<file path="config.mk">
export PLATFORM = sky130hd
export DESIGN_NAME = rhpsc_top
export DESIGN_NICKNAME = d
export VERILOG_FILES = /design/src/rhpsc_pkg.sv /design/src/rhpsc_top.sv /design/src/rhpsc_sync.sv
export SDC_FILE = /design/constraint.sdc
export NUM_CORES = 1
export LEC_CHECK = 0
export BUFFER_PORTS_ARGS = -buffer_cell sky130_fd_sc_hd__buf_2
export CAP_MARGIN = 20
export CORE_MARGIN = 4
export CORE_UTILIZATION = 45
export CTS_CLUSTER_DIAMETER = 60
export DETAILED_ROUTE_END_ITERATION = 8
export GPL_TIMING_DRIVEN = 0
export PLACE_DENSITY = 0.66
export SLEW_MARGIN = 10
export SYNTH_ARGS = -nofsm -noshare
export SYNTH_HDL_FRONTEND = slang
export SYNTH_SLANG_ARGS = --single-unit
</file>
<file path="constraint.sdc">
create_clock -name i_clk -period 3.25 [get_ports i_clk]
set_clock_uncertainty 0.05 [all_clocks]
set_input_delay 0.325 -clock i_clk [delete_from_list [all_inputs] [get_ports i_clk]]
set_output_delay 0.325 -clock i_clk [all_outputs]
set_load 0.1 [all_outputs]
</file>
<file path="src/rhpsc_pkg.sv">
// Constants, bit positions and sequencer states for the root hub port status-change logic.
package rhpsc_pkg;

    // ************************************************************
    // Port count and clock
    // ************************************************************
    localparam int DOWNSTREAM_PORT_COUNT = 2;
    localparam int PW = 1;
    localparam int CLK_HZ = 50_000_000;
    localparam int CLK_NS = 20;
    localparam int CYC_PER_MS = CLK_HZ / 1000;

    // ************************************************************
    // Timing, each time in its own unit and the derived cycle count
    // ************************************************************
    localparam int RESET_MS = 10;
    localparam int RESET_CYCLES = RESET_MS * CYC_PER_MS;
    localparam int RESUME_MS = 20;
    localparam int RESUME_CYCLES = RESUME_MS * CYC_PER_MS;
    localparam int LS_EOP_NS = 1334;
    localparam int EOP_CYCLES = (LS_EOP_NS + CLK_NS - 1) / CLK_NS;
    localparam int RESYNC_MS = 3;
    localparam int RESYNC_CYCLES = RESYNC_MS * CYC_PER_MS;
    localparam int TIMER_W = 20;

    // ************************************************************
    // Register access codes
    // ************************************************************
    localparam logic [7:0] RD_CODE_BASE = 8'h15;
    localparam logic [7:0] WR_CODE_BASE = 8'h95;
    localparam logic [31:0] STATE_RESET_VALUE = 32'h0000_0000;

    // ************************************************************
    // Read field positions
    // ************************************************************
    localparam int B_ATTACHED = 0;
    localparam int B_ENABLED = 1;
    localparam int B_SUSPENDED = 2;
    localparam int B_OVERLOAD = 3;
    localparam int B_RESET = 4;
    localparam int B_POWER = 8;
    localparam int B_SLOW = 9;
    localparam int B_ATT_CHG = 16;
    localparam int B_EN_CHG = 17;
    localparam int B_RES_CHG = 18;
    localparam int B_OC_CHG = 19;
    localparam int B_RST_CHG = 20;

    // ************************************************************
    // Write command positions
    // ************************************************************
    localparam int W_CLR_ENABLE = 0;
    localparam int W_SET_ENABLE = 1;
    localparam int W_SET_SUSPEND = 2;
    localparam int W_CLR_SUSPEND = 3;
    localparam int W_SET_RESET = 4;
    localparam int W_SET_POWER = 8;
    localparam int W_CLR_POWER = 9;

    // ************************************************************
    // Port sequencer states, Gray coded along the resume path
    // ************************************************************
    typedef enum logic [2:0] {
        ST_IDLE = 3'h0,
        ST_RESUME = 3'h1,
        ST_EOP = 3'h3,
        ST_RESYNC = 3'h2,
        ST_PORT_RESET = 3'h6
    } rhpsc_seq_t;

endpackage

</file>
<file path="src/rhpsc_top.sv">
// Root hub per-port status and change-flag logic with its command-code register access.
//
// Contract
// RULE_01: When the 10 ms port reset signalling ends the reset-done change flag is set, reads one, and a written one clears it.
// RULE_02: The over-current change flag only carries meaning when over-current is reported per port.
// RULE_03: Every change of the port over-current indicator sets the over-current change flag, cleared by writing one.
// RULE_04: The resume-done change flag is set only after the resume pulse, low-speed end of packet and 3 ms resync delay.
// RULE_05: The resume-done change flag is cleared automatically when the reset-done change flag becomes set.
// RULE_06: A hardware event that drops port enable sets the enable-lost change flag, cleared by writing one.
// RULE_07: Enable changes caused by software enable or disable commands never set the enable-lost change flag.
// RULE_08: Every attach or detach sets the attach change flag, cleared by writing one.
// RULE_09: A reset, enable or suspend command on a port with no device sets the attach change flag.
// RULE_10: On a port holding a fixed device the attach change flag is set only after a root hub reset.
// RULE_11: The speed bit reads one for a low-speed device and zero for a full-speed device.
// RULE_12: The low-speed indication is valid only while a device is attached, and reads zero otherwise.
// RULE_13: Writing one to the speed bit position turns port power off.
// RULE_14: A written zero leaves every change flag and command state unchanged.
// RULE_15: The reset-in-progress bit clears in the same cycle that the reset-done change flag sets.
// RULE_16: A status write made during a USB transaction takes effect only after the transaction completes.
// RULE_17: Every downstream port keeps its own independent flags and status.
`timescale 1ns/100ps
module rhpsc_top #(
    parameter int RESET_CYCLES = rhpsc_pkg::RESET_CYCLES,
    parameter int RESUME_CYCLES = rhpsc_pkg::RESUME_CYCLES,
    parameter int RESYNC_CYCLES = rhpsc_pkg::RESYNC_CYCLES
) (
    input wire logic i_clk,
    input wire logic i_rst_n,
    input wire logic i_cmd_valid,
    input wire logic [7:0] i_cmd_code,
    input wire logic [31:0] i_wr_data,
    input wire logic i_transaction_busy,
    input wire logic i_per_port_overcurrent,
    input wire logic [rhpsc_pkg::DOWNSTREAM_PORT_COUNT-1:0] i_fixed_device_mask,
    input wire logic i_hub_reset_done,
    input wire logic [rhpsc_pkg::DOWNSTREAM_PORT_COUNT-1:0] i_attach_pin,
    input wire logic [rhpsc_pkg::DOWNSTREAM_PORT_COUNT-1:0] i_slow_pin,
    input wire logic [rhpsc_pkg::DOWNSTREAM_PORT_COUNT-1:0] i_overload_pin,
    input wire logic [rhpsc_pkg::DOWNSTREAM_PORT_COUNT-1:0] i_port_error,
    output logic [31:0] o_rd_data,
    output logic o_rd_valid,
    output logic o_wr_pending,
    output logic [rhpsc_pkg::DOWNSTREAM_PORT_COUNT-1:0] o_port_power_on,
    output logic [rhpsc_pkg::DOWNSTREAM_PORT_COUNT-1:0] o_reset_signalling,
    output logic [rhpsc_pkg::DOWNSTREAM_PORT_COUNT-1:0] o_resume_signalling
);
    localparam int DOWNSTREAM_PORT_COUNT = rhpsc_pkg::DOWNSTREAM_PORT_COUNT;
    localparam int PW = rhpsc_pkg::PW;
    localparam int TW = rhpsc_pkg::TIMER_W;

    // ************************************************************
    // Code decoding
    // ************************************************************
    function automatic logic code_hit(input logic [7:0] code, input logic [7:0] base);
        logic [7:0] off;
        off = code - base;
        return (code >= base) && (off < 8'(DOWNSTREAM_PORT_COUNT));
    endfunction

    function automatic logic [PW-1:0] code_port(input logic [7:0] code, input logic [7:0] base);
        logic [7:0] off;
        off = code - base;
        return off[PW-1:0];
    endfunction

    // ************************************************************
    // Deferred write holding register
    // ************************************************************
    logic [31:0] pend_data;
    logic [PW-1:0] pend_port;
    logic wr_hit;
    logic rd_hit;
    logic [31:0] rd_word [DOWNSTREAM_PORT_COUNT];

    assign wr_hit = i_cmd_valid && code_hit(i_cmd_code, rhpsc_pkg::WR_CODE_BASE);
    assign rd_hit = i_cmd_valid && code_hit(i_cmd_code, rhpsc_pkg::RD_CODE_BASE);

    // Only one write is held; a second write while one waits is dropped and software sees o_wr_pending.
    always_ff @(posedge i_clk) begin
        if (!i_rst_n) begin
            o_wr_pending <= 1'b0;
            pend_data <= 32'h0000_0000;
            pend_port <= '0;
        end else if (o_wr_pending) begin
            if (!i_transaction_busy) begin // see RULE_16
                o_wr_pending <= 1'b0;
            end
        end else if (wr_hit) begin
            o_wr_pending <= 1'b1;
            pend_data <= i_wr_data;
            pend_port <= code_port(i_cmd_code, rhpsc_pkg::WR_CODE_BASE);
        end
    end

    always_ff @(posedge i_clk) begin
        if (!i_rst_n) begin
            o_rd_valid <= 1'b0;
            o_rd_data <= rhpsc_pkg::STATE_RESET_VALUE;
        end else begin
            o_rd_valid <= rd_hit;
            if (rd_hit) begin
                o_rd_data <= rd_word[code_port(i_cmd_code, rhpsc_pkg::RD_CODE_BASE)];
            end
        end
    end

    // ************************************************************
    // Per-port logic
    // ************************************************************
    genvar p;
    generate
        for (p = 0; p < DOWNSTREAM_PORT_COUNT; p++) begin : g_port
            rhpsc_pkg::rhpsc_seq_t st;
            logic [TW-1:0] tmr;
            logic att_sync;
            logic slow_sync;
            logic oc_sync;
            logic attached;
            logic enabled;
            logic suspended;
            logic overload;
            logic rst_prog;
            logic power;
            logic slow;
            logic resuming;
            logic att_chg;
            logic en_chg;
            logic res_chg;
            logic oc_chg;
            logic rst_chg;
            logic apply;
            logic [31:0] wd;
            logic next_attached;
            logic next_overload;
            logic attach_event;
            logic reset_done;
            logic resume_done;
            logic hw_drop;

            rhpsc_sync u_att (
                .i_clk(i_clk),
                .i_rst_n(i_rst_n),
                .i_async(i_attach_pin[p]),
                .o_level(att_sync)
            );
            rhpsc_sync u_slow (
                .i_clk(i_clk),
                .i_rst_n(i_rst_n),
                .i_async(i_slow_pin[p]),
                .o_level(slow_sync)
            );
            rhpsc_sync u_oc (
                .i_clk(i_clk),
                .i_rst_n(i_rst_n),
                .i_async(i_overload_pin[p]),
                .o_level(oc_sync)
            );

            // Writes reach this port only when the transaction on the bus has finished.
            assign apply = o_wr_pending && !i_transaction_busy && (pend_port == PW'(p)); // see RULE_16 see RULE_17
            assign wd = apply ? pend_data : 32'h0000_0000; // see RULE_14
            assign next_attached = power && att_sync;
            assign next_overload = i_per_port_overcurrent && oc_sync; // see RULE_02
            assign attach_event = attached != next_attached;
            assign reset_done = (st == rhpsc_pkg::ST_PORT_RESET) && (tmr == '0) && next_attached;
            assign resume_done = (st == rhpsc_pkg::ST_RESYNC) && (tmr == '0) && next_attached;
            assign hw_drop = enabled && (!next_attached || next_overload || i_port_error[p]); // see RULE_06

            // ****************************************************
            // Reset and resume sequencer
            // ****************************************************
            always_ff @(posedge i_clk) begin
                if (!i_rst_n) begin
                    st <= rhpsc_pkg::ST_IDLE;
                    tmr <= '0;
                end else if (!next_attached) begin
                    st <= rhpsc_pkg::ST_IDLE;
                    tmr <= '0;
                end else begin
                    unique case (st)
                        rhpsc_pkg::ST_IDLE: begin
                            if (wd[rhpsc_pkg::W_SET_RESET] && attached) begin
                                st <= rhpsc_pkg::ST_PORT_RESET;
                                tmr <= TW'(RESET_CYCLES - 1); // see RULE_01
                            end else if (wd[rhpsc_pkg::W_CLR_SUSPEND] && suspended) begin
                                st <= rhpsc_pkg::ST_RESUME;
                                tmr <= TW'(RESUME_CYCLES - 1);
                            end
                        end
                        rhpsc_pkg::ST_RESUME: begin
                            if (tmr == '0) begin
                                st <= rhpsc_pkg::ST_EOP;
                                tmr <= TW'(rhpsc_pkg::EOP_CYCLES - 1);
                            end else begin
                                tmr <= tmr - 1'b1;
                            end
                        end
                        rhpsc_pkg::ST_EOP: begin
                            if (tmr == '0) begin
                                st <= rhpsc_pkg::ST_RESYNC;
                                tmr <= TW'(RESYNC_CYCLES - 1); // see RULE_04
                            end else begin
                                tmr <= tmr - 1'b1;
                            end
                        end
                        rhpsc_pkg::ST_RESYNC, rhpsc_pkg::ST_PORT_RESET: begin
                            if (tmr == '0) begin
                                st <= rhpsc_pkg::ST_IDLE;
                            end else begin
                                tmr <= tmr - 1'b1;
                            end
                        end
                        default: begin
                            st <= rhpsc_pkg::ST_IDLE;
                            tmr <= '0;
                        end
                    endcase
                end
            end

            // ****************************************************
            // Port status bits
            // ****************************************************
            always_ff @(posedge i_clk) begin
                if (!i_rst_n) begin
                    attached <= 1'b0;
                    power <= 1'b0;
                    enabled <= 1'b0;
                    suspended <= 1'b0;
                    overload <= 1'b0;
                    rst_prog <= 1'b0;
                    resuming <= 1'b0;
                    slow <= 1'b0;
                end else begin
                    attached <= next_attached;
                    overload <= next_overload;
                    slow <= slow_sync;
                    // Losing power also drops attach, enable, suspend and reset via next_attached.
                    if (next_overload || wd[rhpsc_pkg::W_CLR_POWER]) begin // see RULE_13
                        power <= 1'b0;
                    end else if (wd[rhpsc_pkg::W_SET_POWER]) begin
                        power <= 1'b1;
                    end
                    if (hw_drop) begin
                        enabled <= 1'b0;
                    end else if (reset_done) begin
                        enabled <= 1'b1;
                    end else if (wd[rhpsc_pkg::W_CLR_ENABLE]) begin
                        enabled <= 1'b0;
                    end else if (wd[rhpsc_pkg::W_SET_ENABLE] && attached) begin
                        enabled <= 1'b1;
                    end
                    if (!next_attached || reset_done || resume_done) begin
                        suspended <= 1'b0;
                    end else if (wd[rhpsc_pkg::W_SET_SUSPEND] && enabled) begin
                        suspended <= 1'b1;
                    end
                    if (!next_attached || reset_done) begin // see RULE_15
                        rst_prog <= 1'b0;
                    end else if (wd[rhpsc_pkg::W_SET_RESET] && attached && st == rhpsc_pkg::ST_IDLE) begin
                        rst_prog <= 1'b1;
                    end
                    if (!next_attached || (st == rhpsc_pkg::ST_RESUME && tmr == '0)) begin
                        resuming <= 1'b0;
                    end else if (wd[rhpsc_pkg::W_CLR_SUSPEND] && suspended && st == rhpsc_pkg::ST_IDLE) begin
                        resuming <= 1'b1;
                    end
                end
            end

            // ****************************************************
            // Change flags; a hardware set always beats a software clear
            // ****************************************************
            always_ff @(posedge i_clk) begin
                if (!i_rst_n) begin
                    att_chg <= 1'b0;
                    en_chg <= 1'b0;
                    res_chg <= 1'b0;
                    oc_chg <= 1'b0;
                    rst_chg <= 1'b0;
                end else begin
                    if ((!i_fixed_device_mask[p] && attach_event) // see RULE_08
                        || (!attached && (wd[rhpsc_pkg::W_SET_RESET] || wd[rhpsc_pkg::W_SET_ENABLE]
                            || wd[rhpsc_pkg::W_SET_SUSPEND])) // see RULE_09
                        || (i_fixed_device_mask[p] && i_hub_reset_done && next_attached)) begin // see RULE_10
                        att_chg <= 1'b1;
                    end else if (wd[rhpsc_pkg::B_ATT_CHG]) begin
                        att_chg <= 1'b0;
                    end
                    // Software disable is not a hardware drop, so it never sets this flag.
                    if (hw_drop) begin // see RULE_07
                        en_chg <= 1'b1;
                    end else if (wd[rhpsc_pkg::B_EN_CHG]) begin
                        en_chg <= 1'b0;
                    end
                    if (resume_done) begin // see RULE_04
                        res_chg <= 1'b1;
                    end else if (reset_done || wd[rhpsc_pkg::B_RES_CHG]) begin // see RULE_05
                        res_chg <= 1'b0;
                    end
                    if (next_overload != overload) begin // see RULE_03
                        oc_chg <= 1'b1;
                    end else if (wd[rhpsc_pkg::B_OC_CHG]) begin
                        oc_chg <= 1'b0;
                    end
                    if (reset_done) begin // see RULE_01
                        rst_chg <= 1'b1;
                    end else if (wd[rhpsc_pkg::B_RST_CHG]) begin
                        rst_chg <= 1'b0;
                    end
                end
            end

            // ****************************************************
            // Read word and pins
            // ****************************************************
            always_comb begin
                rd_word[p] = 32'h0000_0000;
                rd_word[p][rhpsc_pkg::B_ATTACHED] = attached;
                rd_word[p][rhpsc_pkg::B_ENABLED] = enabled;
                rd_word[p][rhpsc_pkg::B_SUSPENDED] = suspended;
                rd_word[p][rhpsc_pkg::B_OVERLOAD] = overload;
                rd_word[p][rhpsc_pkg::B_RESET] = rst_prog;
                rd_word[p][rhpsc_pkg::B_POWER] = power;
                rd_word[p][rhpsc_pkg::B_SLOW] = slow && attached; // see RULE_11 see RULE_12
                rd_word[p][rhpsc_pkg::B_ATT_CHG] = att_chg;
                rd_word[p][rhpsc_pkg::B_EN_CHG] = en_chg;
                rd_word[p][rhpsc_pkg::B_RES_CHG] = res_chg;
                rd_word[p][rhpsc_pkg::B_OC_CHG] = oc_chg;
                rd_word[p][rhpsc_pkg::B_RST_CHG] = rst_chg;
            end

            assign o_port_power_on[p] = power;
            assign o_reset_signalling[p] = rst_prog;
            assign o_resume_signalling[p] = resuming;
        end
    endgenerate
endmodule // rhpsc_top

</file>
<file path="src/rhpsc_sync.sv">
// Three-stage input synchroniser that accepts a level once the last two stages agree.
`timescale 1ns/100ps
module rhpsc_sync (
    input wire logic i_clk,
    input wire logic i_rst_n,
    input wire logic i_async,
    output logic o_level
);
    logic s1;
    logic s2;
    logic s3;

    // The first stage is read only by the second; the agreement check looks at stages two and three.
    always_ff @(posedge i_clk) begin
        if (!i_rst_n) begin
            s1 <= 1'b0;
            s2 <= 1'b0;
            s3 <= 1'b0;
            o_level <= 1'b0;
        end else begin
            s1 <= i_async;
            s2 <= s1;
            s3 <= s2;
            if (s2 == s3) begin
                o_level <= s3;
            end
        end
    end
endmodule // rhpsc_sync

</file>
After elaboration in Yosys (flattened, before gate mapping)
Cells that the tools add are included.
{"block": "word_totals", "ff_bits": 152, "wordCells": 267}
{"block": "classes", "add_sub_neg": 4, "n_lt_le_gt_ge": 5, "eq_ne": 28, "muxes": 58, "n_bitwise": 4, "n_reduce_logical": 109}
{"operator": "$mux W20", "n": 10}
{"operator": "$pmux W20 S4", "n": 2}
{"operator": "$mux W32", "n": 2}
{"operator": "$mux W21", "n": 3}
{"operator": "$logic_and A1 B1 Y1", "n": 45}
{"operator": "$logic_not A20 Y1", "n": 2}
{"operator": "$sub A20 B1 Y20 const B", "n": 2}
{"operator": "$mux W3", "n": 10}
{"operator": "$mux W1", "n": 29}
{"operator": "$pmux W3 S4", "n": 2}
{"operator": "$reduce_or A2 Y1", "n": 12}
{"operator": "$logic_or A1 B1 Y1", "n": 22}
{"operator": "$reduce_bool A2 Y1", "n": 10}
{"operator": "$lt A8 B2 Y1 const B", "n": 2}
{"operator": "$ne A2 B2 Y1 const B", "n": 7}
{"operator": "$eq A3 B2 Y1 const B", "n": 4}
{"operator": "$reduce_and A2 Y1", "n": 5}
{"operator": "$ge A8 B5 Y1 const B", "n": 1}
{"operator": "$ge A8 B8 Y1 const B", "n": 1}
{"operator": "$reduce_and A4 Y1", "n": 2}
{"operator": "$sub A8 B5 Y8 const B", "n": 1}
{"operator": "$sub A8 B8 Y8 const B", "n": 1}
{"operator": "$logic_not A1 Y1", "n": 7}
{"operator": "$eq A1 B1 Y1", "n": 6}
{"operator": "other kinds (11)", "n": 20}

Depth between registers and ports, before layout
{"block": "logic_depth", "ltp_word": 10, "mapped_depth": 11, "mapped_depth_nobuf": 8}

Cells and area by module
A second synthesis with hierarchy kept.
{"block": "hier_totals", "cells_unflattened": 749, "area_unflattened_um2": 6261.0}
{"mod": "rhpsc_top", "instances": 1, "cells_per_inst": 689, "area_per_inst_um2": 5562.8, "seq_area_each_um2": 1981.9}
{"mod": "rhpsc_sync", "instances": 6, "cells_per_inst": 10, "area_per_inst_um2": 116.4, "seq_area_each_um2": 80.1}

Least setup slack after synthesis
OpenSTA, ideal clock, no wires.
{"block": "synth_path", "path_kind": "register -> register", "from": "register o_wr_pending", "to": "register g_port[0].tmr[7]", "t_arrival_ns": 2.658, "required_ns": 3.083, "slack_ns": 0.426, "path_stages_with_launch": 7, "n_path_buf": 0, "synth_period_minus_slack_ns": 2.824, "path_cell_list": "dfxtp_1 or3b_2 o21ai_1 o31a_1 nor2_1 a31o_1 a22o_1"}
{"block": "synth_via", "elab_chain_len": 6, "elab_cells_between_ends": 9}
{"item": "from (decl)", "line_no": "rhpsc_top.sv:42", "text": "output logic o_wr_pending,"}
{"item": "from (signal assigned)", "line_no": "rhpsc_top.sv:81", "text": "o_wr_pending <= 1'b0;"}
{"item": "from (signal assigned)", "line_no": "rhpsc_top.sv:86", "text": "o_wr_pending <= 1'b0;"}
{"item": "from (signal assigned)", "line_no": "rhpsc_top.sv:89", "text": "o_wr_pending <= 1'b1;"}
{"item": "$logic_and A1 B1 Y1 * (2 in a row)", "line_no": "rhpsc_top.sv:160", "text": "assign apply = o_wr_pending && !i_transaction_busy && (pend_port == PW'(p));"}
{"item": "$mux W21 *", "line_no": "rhpsc_top.sv:161", "text": "assign wd = apply ? pend_data : 32'h0000_0000;"}
{"item": "$logic_and A1 B1 Y1 (on tied branches)", "line_no": "rhpsc_top.sv:182, rhpsc_top.sv:185"}
{"item": "$mux W20 or $ne A3 B2 Y1 (tied branches)"}
{"item": "$pmux W20 S4 or $reduce_and A2 Y1 (tied branches)"}
{"item": "to (signal assigned)", "line_no": "rhpsc_top.sv:184", "text": "tmr <= TW'(RESET_CYCLES - 1);"}
{"item": "to (signal assigned)", "line_no": "rhpsc_top.sv:187", "text": "tmr <= TW'(RESUME_CYCLES - 1);"}
{"item": "to (signal assigned)", "line_no": "rhpsc_top.sv:193", "text": "tmr <= TW'(rhpsc_pkg::EOP_CYCLES - 1);"}
{"item": "to (decl)", "line_no": "rhpsc_top.sv:114", "text": "logic [TW-1:0] tmr;"}
Mark *: on every way between the ends. The rest lies on a longest branch, timed or not.
A chain may end at the register's enable or synchronous reset.

Worst setup path in the final report
{"block": "layout_path", "from": "register g_port[0].st[0]", "to": "register g_port[0].tmr[7]"}
{"block": "layout_via", "elab_chain_len": 4, "elab_cells_between_ends": 10}
{"item": "from (decl)", "line_no": "rhpsc_top.sv:113", "text": "rhpsc_pkg::rhpsc_seq_t st;"}
{"item": "from (signal assigned)", "line_no": "rhpsc_top.sv:174", "text": "st <= rhpsc_pkg::ST_IDLE;"}
{"item": "from (signal assigned)", "line_no": "rhpsc_top.sv:177", "text": "st <= rhpsc_pkg::ST_IDLE;"}
{"item": "from (signal assigned)", "line_no": "rhpsc_top.sv:183", "text": "st <= rhpsc_pkg::ST_PORT_RESET;"}
{"item": "$eq A3 B3 Y1 or $eq A3 B2 Y1 (tied branches)", "line_no": "rhpsc_top.sv:180", "text": "unique case (st)"}
{"item": "$reduce_or A2 Y1", "line_no": "rhpsc_top.sv:180"}
{"item": "$ne A2 B2 Y1 (no line)"}
{"item": "$reduce_and A2 Y1 (no line)"}
Several ways; a longest one is shown, not always the timed one.

==> results.yml <==
job:
  cap_violations: 0
placed_design:
  dp_hpwl_um: 13100
  gp_congestion: 0.938
  io_buffers: 53
global_route:
  grt_pass1_vias: 5798
  grt_util_all_layers_pct: 22.7
  grt_max_degree: 17
  gr-total-overflow: 0
  grt_pass1_wl_um: 28900
  antenna_found_initial: 0
final_layout:
  syn2layout_area_growth_pct: 18.4
  nNetsFinal: 888
  drive_gt1_share_pct: 15.8
  utilization_pct: 54.7
  fill_cells: 1283
  diodes: 0
synthesis:
  postSynthAreaPerCell_um2: 8.38
  yosysWarnings: 0
  syn_inst: 736
  synth_area_um2: 6170
  synth_area_leaders: "dfxtp_1, nand2_1, mux2i_1"
  ys_types: 74
  synth_seq_area_share_pct: 39.9
  synth_top_cell_area_share_pct: 39.9
  synth-edff-count: 0
  synth-seq-cells: 123
  async_reset_ff_share_pct: 0
  yosysTopAreaCell: "dfxtp_1"
  synth_flop_cell: "dfxtp_1"
clock_network:
  cts.clk_slew.worst_paths_ns: 0.06
  numClockSinks: 123
  cts-root-buf: "clkbuf_16"
  cts_buffers: 17
  cts_resized: 0
  cts_tree: "built"
  clockBufferDepth: 2
  post_cts_buffers: 0
  cts_hold_buffers: 0
  clk_latency_ns: 0.42
  htree_num_levels: 4
route:
  wl_um: 17900
  drt_iter0_drc: 586
  wl_per_cell_um: 17.6
  num_vias: 5972
  ant_nets: 0
  drtPass1Iterations: 8
  via_per_inst: 5.88
  drc_errors: 0
floorplanning:
  fp.dieH_um: 125
  coreArea_um2: 13300
  rows: 42
  io_pins: 96
  initial_utilization_pct: 46.2
  die-area_um2: 15700
  die_x_um: 125
sta:
  fin_crit_ns: 2.97
  fmax_mhz: 336
  maxSlewViolCount: 0
  worstMarginPinSlew_ns: 0.862
  hold_violations: 0
  finalSetupViolCount: 0
  fin_crit_sh_pct: 91.4
  slew_headroom_pct: 42.0
  rsz0062_at_grt: "no"
critical_path:
  crit_slowest_cell: "nor3_1"
  cp_data_required_time_ns: 3.56
  cp_max_fo: 10
  critPathLaunchType: "flop"
  critical_path_class: "flop to flop"
  critPathMaxStageDelay_ns: 0.67
  end_kind: "flop"
  worstPathArrival_ns: 3.28
  path_cells: "clkbuf_1 > nor3_1 > o21ai_1 > o31a_1 > nor2_1 > a31o_1 > a22o_1"
power:
  leakagePower_nw: 3.08
  p_total_mw: 3.57
  powerDensity_nw_per_um2: 488
  vdd_drop_max_v: 0.000374
min_path:
  worstHoldPathType: "input pin to flop"
outcome:
  outcome: "finished, final reports clean"
## cell type report
cell class / count / area, um^2 / share of cell area, %
multi-input cells: 551 / 3350 / 45.9
flip-flops and latches: 123 / 2460 / 33.7
clock buffers: 18 / 429 / 5.88
plain buffers: 65 / 370 / 5.07
repair buffers: 53 / 265 / 3.63
well taps: 176 / 220 / 3.01
clock inverters: 14 / 146 / 2.00
inverters: 16 / 60.1 / 0.822
## per-layer routing
metal / global-route usage, % / vias up / routed length (um)
li1: - / 2834 / -
met1: 27.5 / 2835 / 7570
met2: 37.8 / 266 / 8440
met3: 7.33 / 37 / 1470
met4: 8.42 / 0 / 383
met5: 0 / - / 0
## critical path, delay by kind of cell, from the launching register on
kind / cells / cell delay (ns)
compound gates: 4 / 1.12
flops: 1 / 0.33
simple gates: 2 / 1.19
buf+inv: 1 / 0.22
## power breakdown
part	switching, mW	total, mW	internal [mW]
combinational	0.147	0.197	0.0499
clock	0.764	1.85	1.08
sequential	0.00420	1.52	1.52
## synthesized netlist by cell type, types with 14 or more instances
master      n
nor2b_1    21
mux2i_1    23
clkbuf_1   31
nor2_1     45
o21ai_0    41
a31oi_1    17
nor4_1     14
dfxtp_1   123
nand2_1    84
inv_1      15
nor3_1     25
buf_4      27
a21oi_1    39
nand3_1    25
and2_1     22
## cell families (layout without fill, tap and decap cells)
logic type	count (synthesis)	count (layout)	synth area share [%]
buffers and inverters	81	166	6.95
adders and majority gates	5	5	1.01
other	1	20	0.0608
xor gates and xnor gates	9	9	1.28
and+or+nand+nor	290	290	24.4
AOI/OAI and AO/OA	204	204	22.6
DFF	123	123	39.9
muxes	23	23	3.73
## cell usage in the layout (no fill, tap or decap), types with 11 or more instances in the layout
cell,synthesis,final
a21oi_1,39,39
o211ai_1,11,11
clkbuf_16,0,17
and2_1,22,22
o211a_1,13,13
nor3_1,25,25
inv_1,15,15
dfxtp_1,123,123
clkbuf_1,31,32
conb_1,1,20
buf_2,1,54
nand3_1,25,25
nor2_1,45,45
a31oi_1,17,17
nor2b_1,21,21
buf_4,27,27
mux2i_1,23,23
o21ai_0,41,41
a21boi_0,11,11
nor4_1,14,14
nand2_1,84,84
## through the flow
stage	area, um^2	setup WS, ns	hold WS, ns	setup TNS [ns]	std cells
CTS	7300	0.171	0.0503	0	1016
detailed placement	6730	-0.263	0.373	-1.95	984
global placement	6730	-0.175	0.370	-1.35	984
finish	7300	0.278	0.0609	0	1016
global route	7300	0.0966	0.0651	0	1016
floorplan	6240	0.426	0.362	0	755
## sequential cells by signal, summed over array words and instances, names as in the netlist, 6 cells and up
register	count
o_rd_data	12
g_port.tmr	40
pend_data	12
g_port.st	6
## final timing paths
check	start	to	slack (ns)	depth (start not counted)
worst max-delay path	g_port[0].st[0]$_SDFFE_PN0P_	g_port[0].tmr[7]$_SDFFE_PN0P_	0.28	7
worst min register to register	g_port[1].u_att.s1$_SDFF_PN0_	g_port[1].u_att.s2$_SDFF_PN0_	0.38	1
worst min-delay path	i_attach_pin[0]	g_port[0].u_att.s1$_SDFF_PN0_	0.06	2
worst max register to register	g_port[0].st[0]$_SDFFE_PN0P_	g_port[0].tmr[7]$_SDFFE_PN0P_	0.28	7
No activity file was read; power rests on OpenSTA's default activity.
